===== src/core/mnf_pkg.sv =====
// How it works
// - chip erase spares user row; dedicated erase
// - fuses written only by external programmer
// - lock bits only move toward stricter
// - chip erase clears locks after flash
// - unprogrammed bit reads one, programmed zero
// - external space from SRAM end upward
// - internal SRAM starts at fixed address
// - EEPROM mapped at fixed base when enabled
// - direct and bit I/O address ranges
// - separate bus per memory set
// - ongoing, burst, burst request, single order
// - DMA read and write bursts alternate
// - CPU wins within equal class
// - I/O and SRAM access latencies
// - EEPROM load and read latencies
// - read-only ID bytes and revision
// - software boundary-scan disable until reset or software re-enable
// - I/O lock blocks writes; lock protected
// - three bytes form 24-bit address
// - three bytes form 24-bit data
// - 7-bit command, top bit zero
// - protected execute bit launches command
// - busy flag spans whole operation
package mnf_pkg;
    // -------------------------------------------------------------
    // register offsets inside the controller block
    // -------------------------------------------------------------
    localparam logic [4:0] OFF_ADDR_L = 5'h00;
    localparam logic [4:0] OFF_ADDR_M = 5'h01;
    localparam logic [4:0] OFF_ADDR_H = 5'h02;
    localparam logic [4:0] OFF_DATA_L = 5'h04;
    localparam logic [4:0] OFF_DATA_M = 5'h05;
    localparam logic [4:0] OFF_DATA_H = 5'h06;
    localparam logic [4:0] OFF_CMD    = 5'h0a;
    localparam logic [4:0] OFF_NVM_CONTROL_A  = 5'h0b;
    localparam logic [4:0] OFF_CTRLB  = 5'h0c;
    localparam logic [4:0] OFF_STATUS = 5'h0f;
    localparam logic [4:0] OFF_LOCK   = 5'h10;
    localparam logic [4:0] OFF_FUSE   = 5'h11;
    localparam logic [4:0] OFF_JTAG   = 5'h12;
    localparam logic [4:0] OFF_IOLOCK = 5'h13;
    localparam logic [4:0] OFF_ID0    = 5'h14;
    localparam logic [4:0] OFF_ID1    = 5'h15;
    localparam logic [4:0] OFF_ID2    = 5'h16;
    localparam logic [4:0] OFF_REV    = 5'h17;
    // field positions
    localparam int EXEC_BIT   = 0;
    localparam int EEMAP_BIT  = 3;
    localparam int EXTCMD_BIT = 6;
    localparam int BUSY_BIT   = 7;
    // -------------------------------------------------------------
    // data map and buses
    // -------------------------------------------------------------
    localparam logic [23:0] EE_BASE   = 24'h001000;
    localparam logic [23:0] SRAM_BASE = 24'h002000;
    localparam logic [23:0] SRAM_END  = 24'h003fff;
    localparam logic [7:0]  IO_DIRECT_END = 8'h3f;
    localparam logic [7:0]  IO_BIT_END    = 8'h1f;
    localparam logic [1:0] BUS_IO   = 2'h0;
    localparam logic [1:0] BUS_EE   = 2'h1;
    localparam logic [1:0] BUS_SRAM = 2'h2;
    localparam logic [1:0] BUS_EXT  = 2'h3;
    localparam logic [1:0] NO_OWNER = 2'h3;
    // access cycles per beat
    localparam logic [1:0] LAT_IO      = 2'h1;
    localparam logic [1:0] LAT_SRAM_WR = 2'h1;
    localparam logic [1:0] LAT_SRAM_RD = 2'h2;
    localparam logic [1:0] LAT_SRAM_BS = 2'h1;
    localparam logic [1:0] LAT_EE_WR   = 2'h1;
    localparam logic [1:0] LAT_EE_RD   = 2'h3;
    localparam logic [1:0] LAT_EE_BS   = 2'h2;
    localparam logic [1:0] LAT_EXT     = 2'h3;
    // -------------------------------------------------------------
    // controller constants
    // -------------------------------------------------------------
    localparam logic [2:0] CCP_WIN        = 3'h4;
    localparam logic [6:0] CMD_CHIP_ERASE = 7'h40;
    localparam logic [6:0] CMD_USER_ERASE = 7'h18;
    localparam logic [7:0] LOCK_RST       = 8'hff;
    localparam logic [7:0] FUSE_RST       = 8'hff;
    typedef enum logic [2:0] {
        MNF_IDLE  = 3'b001,
        MNF_RUN   = 3'b010,
        MNF_ERASE = 3'b100
    } mnf_state_e;
endpackage : mnf_pkg


===== src/core/mnf_memsys.sv =====
`timescale 1ns/10ps
module mnf_memsys
    import mnf_pkg::*;
#(
    parameter logic [23:0] ID_CODE  = 24'h5a0102, // arbitrary value
    parameter logic [7:0]  REV_CODE = 8'h01       // arbitrary value
) (
    input  wire logic        sys_clk,
    input  wire logic        reset_n,
    input  wire logic [4:0]  reg_off,
    input  wire logic        reg_we,
    input  wire logic [7:0]  reg_wdata,
    output logic      [7:0]  reg_rdata_ff,
    input  wire logic        ccp_unlock,
    input  wire logic        prog_mode,
    input  wire logic        prog_fuse_we,
    input  wire logic        prog_lock_we,
    input  wire logic [7:0]  prog_wdata,
    input  wire logic        nvm_done,
    input  wire logic        nvm_rd_valid,
    input  wire logic [23:0] nvm_rdata,
    output logic             nvm_start_ff,
    output logic             chip_erase_ff,
    output logic             user_erase_ff,
    output logic             nonvolatile_busy_ff,
    output logic      [23:0] nvm_address_ff,
    output logic      [6:0]  nvm_command_ff,
    output logic             jtag_disabled_ff,
    input  wire logic        io_wr_req,
    output logic             io_wr_ok_ff,
    output logic             io_direct_ok_ff,
    output logic             io_bit_ok_ff,
    input  wire logic [2:0]  m_req,
    input  wire logic [2:0]  m_burst,
    input  wire logic [2:0]  m_we,
    input  wire logic [23:0] m_addr [3],
    output logic      [2:0]  m_gnt_ff,
    output logic      [2:0]  m_done_ff
);
    // -------------------------------------------------------------
    // helpers
    // -------------------------------------------------------------
    // target bus of a data-space address
    function automatic logic [1:0] dec(input logic [23:0] a,
                                       input logic em);
        if (a > SRAM_END) dec = BUS_EXT;
        else if (a >= SRAM_BASE) dec = BUS_SRAM;
        else if (em && a >= EE_BASE) dec = BUS_EE;
        else dec = BUS_IO;
    endfunction : dec

    // cycles for one beat; cont marks a continuing burst
    function automatic logic [1:0] lat(input logic [1:0] b,
                                       input logic we,
                                       input logic cont);
        case (b)
            BUS_IO: lat = LAT_IO;
            BUS_EE: lat = we ? LAT_EE_WR :
                          (cont ? LAT_EE_BS : LAT_EE_RD);
            BUS_SRAM: lat = we ? LAT_SRAM_WR :
                            (cont ? LAT_SRAM_BS : LAT_SRAM_RD);
            default: lat = LAT_EXT;
        endcase
    endfunction : lat

    // cpu first, then dma read, then dma write
    function automatic logic [1:0] pick(input logic [2:0] v);
        if (v[0]) pick = 2'h0;
        else if (v[1]) pick = 2'h1;
        else if (v[2]) pick = 2'h2;
        else pick = NO_OWNER;
    endfunction : pick

    function automatic logic [2:0] oh(input logic [1:0] o);
        oh = (o == NO_OWNER) ? 3'h0 : 3'(3'h1 << o);
    endfunction : oh

    // -------------------------------------------------------------
    // controller state
    // -------------------------------------------------------------
    mnf_state_e  state_ff;           // operation sequencer
    logic [2:0]  ccp_cnt_ff;         // protection window left
    logic [23:0] nvm_data_ff;        // data bytes
    logic        eemap_ff;           // eeprom mapping enable
    logic [7:0]  lock_ff;            // lock bits, 1 = open
    logic [7:0]  fuse_ff;            // fuse byte copy
    logic        iolock_ff;          // critical i/o lock
    logic        ccp_open;           // window currently open
    logic        exec_wr;            // software sets execute
    logic        exec_ok;            // accepted launch
    logic        cmd_legal;          // command allowed now
    logic [2:0]  busy_oh  [4];       // owner per bus, next
    logic [2:0]  done_oh  [4];       // finishing owner per bus

    assign ccp_open  = (ccp_cnt_ff != 3'h0);
    assign exec_wr   = reg_we && (reg_off == OFF_NVM_CONTROL_A)
                       && reg_wdata[EXEC_BIT];
    // external-only commands need the programmer in control
    assign cmd_legal = prog_mode || !nvm_command_ff[EXTCMD_BIT];
    assign exec_ok   = exec_wr && ccp_open && cmd_legal
                       && (state_ff == MNF_IDLE);

    // -------------------------------------------------------------
    // protection window
    // -------------------------------------------------------------
    // window counts down; a fresh unlock reloads it
    always_ff @(posedge sys_clk or negedge reset_n) begin
        if (!reset_n) begin
            ccp_cnt_ff <= 3'h0;
        end else if (ccp_unlock) begin
            ccp_cnt_ff <= CCP_WIN;
        end else if (ccp_open) begin
            ccp_cnt_ff <= ccp_cnt_ff - 3'h1;
        end
    end

    // -------------------------------------------------------------
    // address, data and command bytes
    // -------------------------------------------------------------
    // software writes bytes; a read result lands in data
    always_ff @(posedge sys_clk or negedge reset_n) begin
        if (!reset_n) begin
            nvm_address_ff <= 24'h000000;
            nvm_data_ff    <= 24'h000000;
            nvm_command_ff <= 7'h00;
        end else begin
            if (reg_we && reg_off == OFF_ADDR_L)
                nvm_address_ff[7:0] <= reg_wdata;
            if (reg_we && reg_off == OFF_ADDR_M)
                nvm_address_ff[15:8] <= reg_wdata;
            if (reg_we && reg_off == OFF_ADDR_H)
                nvm_address_ff[23:16] <= reg_wdata;
            if (nvm_rd_valid) begin
                nvm_data_ff <= nvm_rdata;
            end else begin
                if (reg_we && reg_off == OFF_DATA_L)
                    nvm_data_ff[7:0] <= reg_wdata;
                if (reg_we && reg_off == OFF_DATA_M)
                    nvm_data_ff[15:8] <= reg_wdata;
                if (reg_we && reg_off == OFF_DATA_H)
                    nvm_data_ff[23:16] <= reg_wdata;
            end
            if (reg_we && reg_off == OFF_CMD)
                nvm_command_ff <= reg_wdata[6:0];
        end
    end

    // -------------------------------------------------------------
    // operation sequencer
    // -------------------------------------------------------------
    // busy is set on launch and drops only with nvm_done
    always_ff @(posedge sys_clk or negedge reset_n) begin
        if (!reset_n) begin
            state_ff            <= MNF_IDLE;
            nvm_start_ff        <= 1'b0;
            user_erase_ff       <= 1'b0;
            chip_erase_ff       <= 1'b0;
            nonvolatile_busy_ff <= 1'b0;
        end else begin
            nvm_start_ff  <= 1'b0;
            user_erase_ff <= 1'b0;
            unique case (state_ff)
                MNF_IDLE: begin
                    if (exec_ok) begin
                        nvm_start_ff        <= 1'b1;
                        nonvolatile_busy_ff <= 1'b1;
                        user_erase_ff <=
                            (nvm_command_ff == CMD_USER_ERASE);
                        if (nvm_command_ff == CMD_CHIP_ERASE) begin
                            chip_erase_ff <= 1'b1;
                            state_ff      <= MNF_ERASE;
                        end else begin
                            state_ff <= MNF_RUN;
                        end
                    end
                end
                MNF_RUN: begin
                    if (nvm_done) begin
                        nonvolatile_busy_ff <= 1'b0;
                        state_ff            <= MNF_IDLE;
                    end
                end
                MNF_ERASE: begin
                    // flash array done; locks follow below
                    if (nvm_done) begin
                        chip_erase_ff       <= 1'b0;
                        nonvolatile_busy_ff <= 1'b0;
                        state_ff            <= MNF_IDLE;
                    end
                end
            endcase
        end
    end

    // -------------------------------------------------------------
    // lock bits and fuses
    // -------------------------------------------------------------
    // writes may only program lock bits (clear to zero); chip erase sets all back to one
    always_ff @(posedge sys_clk or negedge reset_n) begin
        if (!reset_n) begin
            lock_ff <= LOCK_RST;
        end else if (state_ff == MNF_ERASE && nvm_done) begin
            lock_ff <= LOCK_RST;
        end else if (prog_lock_we) begin
            lock_ff <= lock_ff & prog_wdata;
        end else if (reg_we && reg_off == OFF_LOCK) begin
            lock_ff <= lock_ff & reg_wdata;
        end
    end

    // software has no write path to the fuse copy
    always_ff @(posedge sys_clk or negedge reset_n) begin
        if (!reset_n) begin
            fuse_ff <= FUSE_RST;
        end else if (prog_fuse_we) begin
            fuse_ff <= prog_wdata;
        end
    end

    // -------------------------------------------------------------
    // control bits: mapping, jtag, i/o lock
    // -------------------------------------------------------------
    // jtag disable survives until reset or software re-enable
    always_ff @(posedge sys_clk or negedge reset_n) begin
        if (!reset_n) begin
            eemap_ff         <= 1'b0;
            jtag_disabled_ff <= 1'b0;
            iolock_ff        <= 1'b0;
        end else begin
            if (reg_we && reg_off == OFF_CTRLB)
                eemap_ff <= reg_wdata[EEMAP_BIT];
            if (reg_we && reg_off == OFF_JTAG)
                jtag_disabled_ff <= reg_wdata[0];
            if (reg_we && reg_off == OFF_IOLOCK && ccp_open)
                iolock_ff <= reg_wdata[0];
        end
    end

    // gated write strobe and i/o instruction reach
    always_ff @(posedge sys_clk or negedge reset_n) begin
        if (!reset_n) begin
            io_wr_ok_ff     <= 1'b0;
            io_direct_ok_ff <= 1'b0;
            io_bit_ok_ff    <= 1'b0;
        end else begin
            io_wr_ok_ff     <= io_wr_req && !iolock_ff;
            io_direct_ok_ff <= (m_addr[0][23:8] == 16'h0000)
                               && (m_addr[0][7:0] <= IO_DIRECT_END);
            io_bit_ok_ff    <= (m_addr[0][23:8] == 16'h0000)
                               && (m_addr[0][7:0] <= IO_BIT_END);
        end
    end

    // -------------------------------------------------------------
    // register read port
    // -------------------------------------------------------------
    // data shows one edge after the offset; strobes read zero
    always_ff @(posedge sys_clk or negedge reset_n) begin
        if (!reset_n) begin
            reg_rdata_ff <= 8'h00;
        end else begin
            case (reg_off)
                OFF_ADDR_L: reg_rdata_ff <= nvm_address_ff[7:0];
                OFF_ADDR_M: reg_rdata_ff <= nvm_address_ff[15:8];
                OFF_ADDR_H: reg_rdata_ff <= nvm_address_ff[23:16];
                OFF_DATA_L: reg_rdata_ff <= nvm_data_ff[7:0];
                OFF_DATA_M: reg_rdata_ff <= nvm_data_ff[15:8];
                OFF_DATA_H: reg_rdata_ff <= nvm_data_ff[23:16];
                OFF_CMD:    reg_rdata_ff <= {1'b0, nvm_command_ff};
                OFF_CTRLB:  reg_rdata_ff <= {4'h0, eemap_ff, 3'h0};
                OFF_STATUS:
                    reg_rdata_ff <= {nonvolatile_busy_ff, 7'h00};
                OFF_LOCK:   reg_rdata_ff <= lock_ff;
                OFF_FUSE:   reg_rdata_ff <= fuse_ff;
                OFF_JTAG:   reg_rdata_ff <= {7'h00, jtag_disabled_ff};
                OFF_IOLOCK: reg_rdata_ff <= {7'h00, iolock_ff};
                OFF_ID0:    reg_rdata_ff <= ID_CODE[7:0];
                OFF_ID1:    reg_rdata_ff <= ID_CODE[15:8];
                OFF_ID2:    reg_rdata_ff <= ID_CODE[23:16];
                OFF_REV:    reg_rdata_ff <= REV_CODE;
                default:    reg_rdata_ff <= 8'h00;
            endcase
        end
    end

    // -------------------------------------------------------------
    // per-bus arbiters
    // -------------------------------------------------------------
    // one arbiter per bus
    for (genvar gb = 0; gb < 4; gb++) begin : g_bus
        logic [2:0] want;     // masters aiming here
        logic [1:0] own_ff;   // current owner
        logic [1:0] cnt_ff;   // cycles left in beat
        logic       bst_ff;   // owner is bursting
        logic [1:0] nxt_own;
        logic [1:0] nxt_cnt;
        logic       nxt_bst;
        logic [1:0] w;
        logic       cont;

        always_comb begin
            for (int m = 0; m < 3; m++) begin
                want[m] = m_req[m] &&
                          (dec(m_addr[m], eemap_ff) == 2'(gb));
            end
        end

        // new winner only once the running beat ends
        always_comb begin
            nxt_own = own_ff;
            nxt_cnt = cnt_ff;
            nxt_bst = bst_ff;
            w       = NO_OWNER;
            cont    = 1'b0;
            if (cnt_ff > 2'h1) begin
                nxt_cnt = cnt_ff - 2'h1;
            end else begin
                if (bst_ff && own_ff != NO_OWNER
                    && (want & m_burst & oh(own_ff)) != 3'h0) begin
                    cont = 1'b1;
                    w    = own_ff;
                    if (own_ff == 2'h1 && want[2] && m_burst[2])
                        w = 2'h2;
                    else if (own_ff == 2'h2 && want[1] && m_burst[1])
                        w = 2'h1;
                end else if ((want & m_burst) != 3'h0) begin
                    w = pick(want & m_burst);
                end else begin
                    w = pick(want);
                end
                nxt_own = w;
                nxt_bst = (w != NO_OWNER) && m_burst[w];
                nxt_cnt = (w == NO_OWNER) ? 2'h0 :
                          lat(2'(gb), m_we[w], cont);
            end
        end

        always_ff @(posedge sys_clk or negedge reset_n) begin
            if (!reset_n) begin
                own_ff <= NO_OWNER;
                cnt_ff <= 2'h0;
                bst_ff <= 1'b0;
            end else begin
                own_ff <= nxt_own;
                cnt_ff <= nxt_cnt;
                bst_ff <= nxt_bst;
            end
        end

        assign busy_oh[gb] = oh(nxt_own);
        assign done_oh[gb] = (cnt_ff == 2'h1) ? oh(own_ff) : 3'h0;
    end

    // grant and completion summed over all buses
    always_ff @(posedge sys_clk or negedge reset_n) begin
        if (!reset_n) begin
            m_gnt_ff  <= 3'h0;
            m_done_ff <= 3'h0;
        end else begin
            m_gnt_ff  <= busy_oh[0] | busy_oh[1] | busy_oh[2]
                         | busy_oh[3];
            m_done_ff <= done_oh[0] | done_oh[1] | done_oh[2]
                         | done_oh[3];
        end
    end

endmodule : mnf_memsys


===== config.mk =====
export PLATFORM = sky130hd
export DESIGN_NAME = mnf_memsys
export DESIGN_NICKNAME = d
export VERILOG_FILES = /design/src/core/mnf_pkg.sv /design/src/core/mnf_memsys.sv
export SDC_FILE = /design/constraint.sdc
export NUM_CORES = 1
export LEC_CHECK = 0
export BUFFER_PORTS_ARGS = -buffer_cell sky130_fd_sc_hd__buf_2
export CAP_MARGIN = 20
export CORE_ASPECT_RATIO = 1.4
export CORE_MARGIN = 5
export CORE_UTILIZATION = 48
export DETAILED_ROUTE_END_ITERATION = 16
export PLACE_DENSITY = 0.84
export SLEW_MARGIN = 10
export SYNTH_ARGS = -nofsm -noshare
export SYNTH_HDL_FRONTEND = slang
export SYNTH_SLANG_ARGS = --single-unit

===== constraint.sdc =====
create_clock -name sys_clk -period 3.84 [get_ports sys_clk]
set_clock_uncertainty 0.2 [all_clocks]
set_input_delay 0.768 -clock sys_clk [delete_from_list [all_inputs] [get_ports sys_clk]]
set_output_delay 0.768 -clock sys_clk [all_outputs]
set_load 0.005 [all_outputs]

==> metrics.md, run 1 <==
| Metric | Value |
|---|---|
| Status | `finished clean` |
| Starting Density | `between 40% and 50%` |
| GP Congestion | `about 0.97` |
| Avg Synthesized Cell Area | `a little under 10 sq um` |
| Post-synth EDFFs | `0` |
| CTS sink count | `121` |
| I/O Buffers | `about 160` |
| Total gr overflow | `0` |
| Lkg Pwr | `approximately 4.0 nW` |
| Multi-input logic area | `approximately 3700 sq um` |
| Drt wl/cell | `20.04 um` |
| DP HPWL | `16,010 um` |
| Filler instances | `between 1,000 and 1,500` |
| DIE AREA | `17,000 sq um` |
| DRT iter0 DRCs | `between 500 and 600` |
| Total power | `approximately 4.0 mW` |
| YS warnings | `0` |
| Cts bufs inserted | `17` |
| Arr. time, crit path | `between 3 and 4 ns` |
| Critical path type | `input port to flop` |
| Num rows | `52` |
| Diode count | `0` |
| Data required, critical path | `between 3 and 4 ns` |
| Syn Inst Count | `704` |
| Final setup margin | `about 0.55 ns` |
| GR Util All Layers | `25.03%` |
| Layout Area Growth over Synthesis | `23.88%` |
| PD cells | `about 460 nW/um^2` |
| Layout cells sized above 1 | `between 30% and 40%` |
| Clock-pin slew on the worst setup and hold paths | `roughly 0.06 ns` |
| Total area of sequential cells | `between 3000 and 4000 sq um` |
| CTS resizes | `0` |
| Postcts setup bufs | `0` |
| CTS Root Cell | `clkbuf_16` |
| Global-route wire length before repair | `roughly 34,000 um` |
| Initial antenna violation count | `0` |
| Final wirelength | `21,460 um` |
| Worst min-delay path class | `input port to asynchronous set/reset pin` |
| Max Cap Violations | `0` |
| Core area | `14,310 sq um` |
| Period utilization | `85.80%` |
| Vias per cell | `6.154` |
| Crit start category | `input port` |
| CTS Hold Bufs | `0` |
| # DRC | `0` |
| Prevailing post-synth register cell | `dfrtp_1` |
| Yosys cell types | `between 70 and 80` |
| Final setup viols | `0` |
| Clk_lat worst skew | `0.42 ns` |
| Via count | `around 6,600` |
| Dpl ws | `about 0.16 ns` |
| Hold Vio Cnt, Final | `0` |
| Final hold slack | `0.2386 ns` |
| Minimum clock period | `~3.3 ns` |
| Die H | `152.3 um` |
| RSZ-0062 raised after global routing | `false` |
| CTS tree | `yes` |
| Final Slew Violations | `0` |
| Die Width | `111.6 um` |
| Relative slew margins | `a little under half` |
| Drt pass-1 iters | `5` |
| Final net count | `around 1,000` |
| Post-Synthesis Net Count | `roughly 840` |
| CTS H-tree lvls | `4` |
| Crit Path Max Fanout | `7` |
| F_max | `303.5 MHz` |
| Mapped cell area | `6942 sq um` |
| Register area share after synthesis | `between 40% and 50%` |
| Ports | `~190` |
| #FFs+latches synth | `approximately 120` |
| Vias in the first global route | `about 6,600` |
| Peak VDD IR | `slightly above 0.4 mV` |
| Clock Path Buffers | `2` |
| Final Util | `between 60 and 70%` |
| Largest net degree at the start of global routing | `63` |
| Synth async-reset ratio | `100.0%` |
| Final ANT Viol Nets | `0` |
| Critical Path End Type | `flop` |
| Worst slew pin tran | `about 0.81 ns` |
| Setup TNS | `0 ns` |
-- worst max-delay path, stage by stage --
cell and delay (ns):
buf_2 0.10, or4_1 0.62, or4_1 0.60, a21oi_1 0.17
a2bb2oi_1 0.21, mux2_4 0.23, mux2_1 0.32, a221oi_1 0.29
a21oi_1 0.07
-- synth_stat cells (13+ instances only) --
cell	count	area share, %
a21oi_1	21	1.5
dfrtp_1	96	35
mux2_2	53	8.6
nand2_1	75	4.1
o21ai_0	41	3.0
clkbuf_1	28	1.5
dfstp_2	25	9.5
nor3_1	18	1.3
a22oi_1	20	2.2
nand3_1	16	1.2
nor2_1	38	2.1
nor2b_1	13	1.2
nand2b_1	20	1.8
inv_1	22	1.2
mux2i_1	32	4.6
-- state kept, by name, indices dropped and copies added (netlist names), 4 cells and up --
signal and count:
g_bus.own_ff 8, fuse_ff 8, g_bus.cnt_ff 8, nvm_address_ff 24, nvm_data_ff 24, g_bus.bst_ff 4, lock_ff 8, reg_rdata_ff 8
nvm_command_ff 7
-- area by class of cell --
class	count	share of cell area [%]
multi-input cells	527	42.60
clock buffers	17	4.947
well taps	189	2.750
clock inverters	15	1.993
flip-flops and latches	121	35.57
inverters	24	1.048
repair buffers	178	11.09
-- final timing paths --
kind / start / endpoint / slack [ns] / cells past startpoint
worst max register to register: eemap_ff / m_gnt_ff[1] / 0.97 / 8
max in group asynchronous: reset_n / lock_ff[3] / 2.35 / 2
worst min register to register: iolock_ff / io_wr_ok_ff / 0.26 / 1
worst min-delay path: reset_n / nvm_data_ff[18] / 0.24 / 1
worst max-delay path: m_addr[67] / g_bus[2].bst_ff / 0.55 / 9
min in group sys_clk: iolock_ff / io_wr_ok_ff / 0.26 / 1
-- cells in the final DEF, fill, tap and decap left out, types with 6 or more instances in the layout --
master and instances:
buf_2 158, nor3_1 18, clkbuf_16 17, o31a_1 6, nand4_1 11, mux2i_1 32
nor2b_1 13, and2_1 6, dfstp_2 25, a221oi_1 10, inv_1 22, or4_1 7
nor2_1 38, nor4_1 12, o21ai_0 41, a22oi_1 20, nand3_1 16, and3_1 7
nand2b_1 20, nand2_1 75, buf_4 19, mux2_2 53, o21ai_1 7, o22ai_1 6
dfrtp_1 96, a21oi_1 21
-- metal layers --
metal,wire (um),vias to the layer above,global-route usage [%]
met5,0,-,0
met4,1087,0,13.86
met3,1821,72,5.602
met2,10740,382,42.88
met1,7811,3150,28.72
li1,-,2987,-
-- report_power, final --
part | leakage [nW] | internal, mW | switching [mW] | total (mW)
registers | 1.49 | 1.49 | 0.182 | 1.67
clock network | 0.292 | 0.876 | 0.693 | 1.57
logic | 2.25 | 0.349 | 0.383 | 0.733
-- through the flow --
stage          area (sq um)  instances
4_1_cts                8600       1071
2_1_floorplan          6942        704
3_3_place_gp           8003       1039
5_1_grt                8600       1071
3_5_place_dp           8003       1039
6_report               8600       1071
-- cell families (layout without fill, tap and decap cells) --
group	count (synthesis)	after routing	share of synthesized area [%]
mux	90	90	14.08
buf+inv	56	234	3.154
xor+xnor	2	2	0.2524
fa+ha+maj	2	2	0.3604
simple gates	258	258	20.31
flops	121	121	44.07
compound gates	175	175	17.77
No activity file was read; power rests on OpenSTA's default activity.
==> run 2, diff against run 1 <==
--- a/config.mk
+++ b/config.mk
@@ -10,8 +10,9 @@
 export CORE_ASPECT_RATIO = 1.4
 export CORE_MARGIN = 5
 export CORE_UTILIZATION = 48
+export CTS_BUF_LIST = sky130_fd_sc_hd__clkbuf_8
 export DETAILED_ROUTE_END_ITERATION = 16
-export PLACE_DENSITY = 0.84
+export PLACE_DENSITY = 0.74
 export SLEW_MARGIN = 10
 export SYNTH_ARGS = -nofsm -noshare
 export SYNTH_HDL_FRONTEND = slang
==> run 2 against run 1 <==
Compared with the run above:
- register-to-register slack hardly changed
- via count is 1.9% lower
- combinational power fell by 0.8%
- power down 13%
- utilization decreased by 1.6 points
- largest power group unchanged
==> metrics.md, run 2 (synthesis results as in run 1) <==
| Metric | Value |
|---|---|
| Status | `finished clean` |
| Clk_lat worst skew | `0.44 ns` |
| Lkg Pwr | `3.925 nW` |
| Via count | `about 6,500` |
| Final Util | `58.45%` |
| CTS H-tree lvls | `4` |
| DP Cell Count | `about 1,000` |
| Drt pass-1 iters | `5` |
| Peak VDD IR | `0.3964 mV` |
| Layout Area Growth over Synthesis | `20.53%` |
| Regs by FF count | `nvm_address_ff x24, nvm_data_ff x24` |
| Final setup viols | `0` |
| Worst min-delay path class | `input port to asynchronous set/reset pin` |
| # DRC | `0` |
| Max Cap Violations | `0` |
| Period utilization | `a little under nine tenths` |
| Die H | `152.3 um` |
| Crit Path Max Fanout | `7` |
| Ports | `between 150 and 200` |
| Final wirelength | `21,300 um` |
| Diode count | `0` |
| Clock Path Buffers | `2` |
| Clock-pin slew on the worst setup and hold paths | `roughly 0.080 ns` |
| Layout cells sized above 1 | `34.81%` |
| Vias in the first global route | `6,488` |
| Die Width | `approximately 110 um` |
| Multi-input logic area | `approximately 3700 sq um` |
| Commonest non-fill, non-tap cell in the layout | `buf_2` |
| Minimum clock period | `around 3.3 ns` |
| DP HPWL | `16,150 um` |
| Worst slew pin tran | `1.048 ns` |
| Most frequent cells in the layout | `158 x buf_2, 96 x dfrtp_1, 75 x nand2_1, 53 x mux2_2, 41 x o21ai_0` |
| Critical Path End Type | `flop` |
| Total gr overflow | `0` |
| DIE AREA | `around 17,000 sq um` |
| Core area | `14,310 sq um` |
| CTS Root Cell | `clkbuf_8` |
| Num rows | `52` |
| Final Slew Violations | `0` |
| GP Congestion | `slightly below 1` |
| Final cell count without fillers | `between 1,000 and 1,500` |
| Total area of sequential cells | `approximately 3100 sq um` |
| F_max | `about 300 MHz` |
| Vias per cell | `slightly above 6` |
| GR Util All Layers | `24.77%` |
| DRT iter0 DRCs | `479` |
| RSZ-0062 raised after global routing | `false` |
| I/O Buffers | `around 160` |
| PD cells | `just over 400 nW/um^2` |
| Cts bufs inserted | `17` |
| CTS Hold Bufs | `0` |
| Critical path type | `input port to flop` |
| Arr. time, crit path | `3.39 ns` |
| Global-route wire length before repair | `33,520 um` |
| Final hold slack | `roughly 0.036 ns` |
| Largest net degree at the start of global routing | `96` |
| Filler instances | `between 1,000 and 1,500` |
| Drt wl/cell | `19.89 um` |
| Relative slew margins | `~30%` |
| Starting Density | `between 40% and 50%` |
| Final net count | `slightly above 1,000` |
| Postcts setup bufs | `0` |
| CTS sink count | `121` |
| Register-to-Register Setup Slack | `between 0.9 and 1 ns` |
| CTS tree | `yes` |
| Data required, critical path | `about 4.0 ns` |
| Setup TNS | `0 ns` |
| Crit start category | `input port` |
| Hold Vio Cnt, Final | `0` |
| CTS resizes | `0` |
| Initial antenna violation count | `0` |
| Final ANT Viol Nets | `0` |
-- run 2: power breakdown --
part	switching [mW]	internal (mW)	leakage, nW
combinational	0.380	0.347	2.25
clock	0.592	0.472	0.188
sequential	0.177	1.48	1.49
-- run 2: final timing paths --
| kind | startpoint | depth (start not counted) | to |
|---|---|---|---|
| max reg2reg | eemap_ff | 8 | g_bus[1].bst_ff |
| max | m_addr[67] | 9 | g_bus[2].bst_ff |
| min reg2reg | iolock_ff | 1 | io_wr_ok_ff |
| max in group asynchronous | reset_n | 2 | g_bus[0].own_ff[1] |
| min | reset_n | 1 | nvm_data_ff[6] |
| min in group sys_clk | iolock_ff | 1 | io_wr_ok_ff |
-- run 2: area by class of cell --
class                   instances  share of cell area, %
clock buffers                  17                  2.796
well taps                     189                  2.826
flip-flops and latches        121                  36.56
inverters                      24                  1.077
multi-input cells             527                  43.79
clock inverters                15                  1.555
repair buffers                178                  11.40
-- run 2: routing by layer --
layer	vias to the layer above	track usage (%)	part of all wire [%]
li1	2992	-	-
met1	3076	28.51	37
met2	325	41.25	49
met3	75	5.681	7.7
met4	0	15.65	5.8
met5	-	0	0
-- run 2: worst max-delay path, stage by stage --
cell and delay, ns:
buf_2 0.10, or4_1 0.62, or4_1 0.61, a21oi_1 0.18, a2bb2oi_1 0.19, mux2_4 0.23, mux2_1 0.32, a221oi_1 0.30
a21oi_1 0.07
-- run 2: per-stage QoR --
step	area (sq um)	worst slack [ns]	power, mW
after floorplan	6942	0.4197	2.045
after global placement	8003	0.1719	2.387
after detailed placement	8003	0.1395	2.410
after CTS	8367	0.5934	3.476
after global routing	8367	0.4646	3.632
final	8367	0.5579	3.451
==> run 3, diff against run 2 <==
--- a/config.mk
+++ b/config.mk
@@ -12,7 +12,7 @@
 export CORE_UTILIZATION = 48
 export CTS_BUF_LIST = sky130_fd_sc_hd__clkbuf_8
 export DETAILED_ROUTE_END_ITERATION = 16
-export PLACE_DENSITY = 0.74
+export PLACE_DENSITY = 0.71
 export SLEW_MARGIN = 10
 export SYNTH_ARGS = -nofsm -noshare
 export SYNTH_HDL_FRONTEND = slang
==> run 3 against run 2 <==
Compared with the run above:
- wire length is 2.9% higher
- global-route usage is 0.49 points higher
- worst setup slack improved by 0.041 ns
- final area about the same
- power rose by 0.39%
- combinational power about the same
- critical path depth unchanged
- cell count hardly changed
- die area unchanged
- critical path type unchanged
- non-clock buffer count is 1 higher
- largest power group unchanged
- maximum frequency rose by 1.3%
==> metrics.md, run 3 (synthesis results as in run 1) <==
| Metric | Value |
|---|---|
| Status | `finished clean` |
| CTS Hold Bufs | `0` |
| Crit Reg-Reg Startpoint | `eemap_ff` |
| Max Cap Violations | `0` |
| Die H | `around 150 um` |
| Largest net degree at the start of global routing | `between 60 and 70` |
| Clk_lat worst skew | `about 0.43 ns` |
| Crit-path max cell delay | `approximately 0.62 ns` |
| Final ANT Viol Nets | `0` |
| Crit Path Max Fanout | `8` |
| Final net count | `1,008` |
| Num rows | `between 50 and 60` |
| Initial antenna violation count | `0` |
| # DRC | `0` |
| Postcts setup bufs | `0` |
| Relative slew margins | `about 28%` |
| Final setup viols | `0` |
| CTS H-tree lvls | `4` |
| Filler instances | `roughly 1,300` |
| CTS resizes | `0` |
| Die Width | `~110 um` |
| Most frequent cells in the layout | `158 x buf_2, 96 x dfrtp_1, 75 x nand2_1, 53 x mux2_2, 41 x o21ai_0` |
| Register-to-Register Setup Slack | `approximately 0.93 ns` |
| Slowest cell on crit path | `or4_1` |
| Final Util | `58.51%` |
| Period utilization | `between 80% and 90%` |
| I/O Buffers | `159` |
| Design area | `roughly 8400 sq um` |
| Final cell count without fillers | `approximately 1,100` |
| CP dominant cell by count | `a21oi_1` |
| Multi-input logic area | `between 3000 and 4000 sq um` |
| DIE AREA | `17,000 sq um` |
| Diode count | `0` |
| Starting Density | `48.50%` |
| RSZ-0062 raised after global routing | `false` |
| Core area | `approximately 14,000 sq um` |
| Layout cells sized above 1 | `a little over a third` |
| Arr. time, crit path | `~3.4 ns` |
| Layout Area Growth over Synthesis | `20.64%` |
| DRT iter0 DRCs | `399` |
| Global-route wire length before repair | `about 34,000 um` |
| Hold Vio Cnt, Final | `0` |
| PD cells | `413.7 nW/um^2` |
| Critical path type | `input port to flop` |
| Minimum clock period | `between 3 and 4 ns` |
| Critical-path cell list | `buf_2 -> or4_4 -> or4_1 -> a21oi_1 -> a2bb2oi_1 -> mux2_4 -> mux2_1 -> a221oi_1 -> a21oi_1` |
| Critical Path End Type | `flop` |
| Worst min-delay path class | `input port to asynchronous set/reset pin` |
| FF-to-FF path depth | `8` |
| Vias in the first global route | `around 6,500` |
| Data required, critical path | `slightly below 4 ns` |
| Commonest non-fill, non-tap cell in the layout | `buf_2` |
| CTS Root Cell | `clkbuf_8` |
| Ports | `around 190` |
| Cts bufs inserted | `17` |
| F_max | `roughly 300 MHz` |
| Setup TNS | `0 ns` |
| Total power | `3.465 mW` |
| Clock Path Buffers | `2` |
| Regs by FF count | `nvm_address_ff x24, nvm_data_ff x24` |
| Drt wl/cell | `20.45 um` |
| Final wirelength | `21,920 um` |
| Crit start category | `input port` |
| DP HPWL | `roughly 17,000 um` |
| Drt pass-1 iters | `5` |
| Placed cell areas | `approximately 8000 sq um` |
| Final Slew Violations | `0` |
| GR Util All Layers | `roughly a quarter` |
| DP Cell Count | `roughly 1,000` |
| Vias per cell | `~6` |
| Reg2Reg Capture Point | `g_bus[1].bst_ff` |
| Via count | `around 6,500` |
| Total area of sequential cells | `just over 3000 sq um` |
| CTS sink count | `between 100 and 150` |
| Worst slew pin tran | `1.077 ns` |
| CTS tree | `yes` |
| Total gr overflow | `0` |
| Peak VDD IR | `between 0.2 and 0.3 mV` |
| Lkg Pwr | `just under 4 nW` |
| GP Congestion | `between 0.9 and 1` |
| Clock-pin slew on the worst setup and hold paths | `roughly 0.080 ns` |
run 3: cell types whose count changed in the layout (fill, tap and decap cells not counted), sizes merged:
cell      delta
clkinvlp     +3
buf          +1
clkinv       -3
run 3: area by class of cell:
type,instances,share of cell area (%)
multi-input cells,527,43.75
clock buffers,17,2.794
repair buffers,179,11.47
flip-flops and latches,121,36.53
clock inverters,15,1.554
inverters,24,1.076
well taps,189,2.824
run 3: per-stage QoR:
| stage | setup WS, ns | hold slack [ns] |
|---|---|---|
| 2_1_floorplan | 0.4197 | 0.2204 |
| 3_3_place_gp | 0.1851 | 0.2609 |
| 3_5_place_dp | 0.1684 | 0.2731 |
| 4_1_cts | 0.6291 | 0.2517 |
| 5_1_grt | 0.4765 | 0.2631 |
| 6_report | 0.5987 | 0.2272 |
run 3: critical path: cells and delay by family:
family	cells	cell delay [ns]
AO/OA/AOI/OAI	4	0.73
multiplexers	2	0.55
buffers and inverters	1	0.10
AND/OR/NAND/NOR	2	1.20
run 3: worst max-delay path by stage:
stage / end / slack, ns / startpoint / depth (start not counted)
finish: g_bus[2].bst_ff / 0.60 / m_addr[71] / 9
global route: m_gnt_ff[1] / 0.48 / m_addr[67] / 10
CTS: g_bus[2].bst_ff / 0.63 / m_addr[71] / 9
detailed placement: g_bus[2].bst_ff / 0.17 / m_addr[71] / 9
global placement: g_bus[2].bst_ff / 0.19 / m_addr[71] / 9
floorplan: g_bus[2].bst_ff / 0.42 / m_addr[71] / 9
run 3: metal layers:
metal	global-route usage [%]	part of all wire, %	wire length, um
met1	28.73	37	8053
met2	43.54	51	11150
met3	5.642	7.1	1555
met4	13.97	5.3	1158
met5	0	0	0
run 3: where the power goes:
part	internal (mW)	switching, mW	total (mW)	leakage (nW)
clock	0.471	0.596	1.07	0.177
combinational	0.346	0.383	0.729	2.25
sequential	1.48	0.185	1.67	1.49
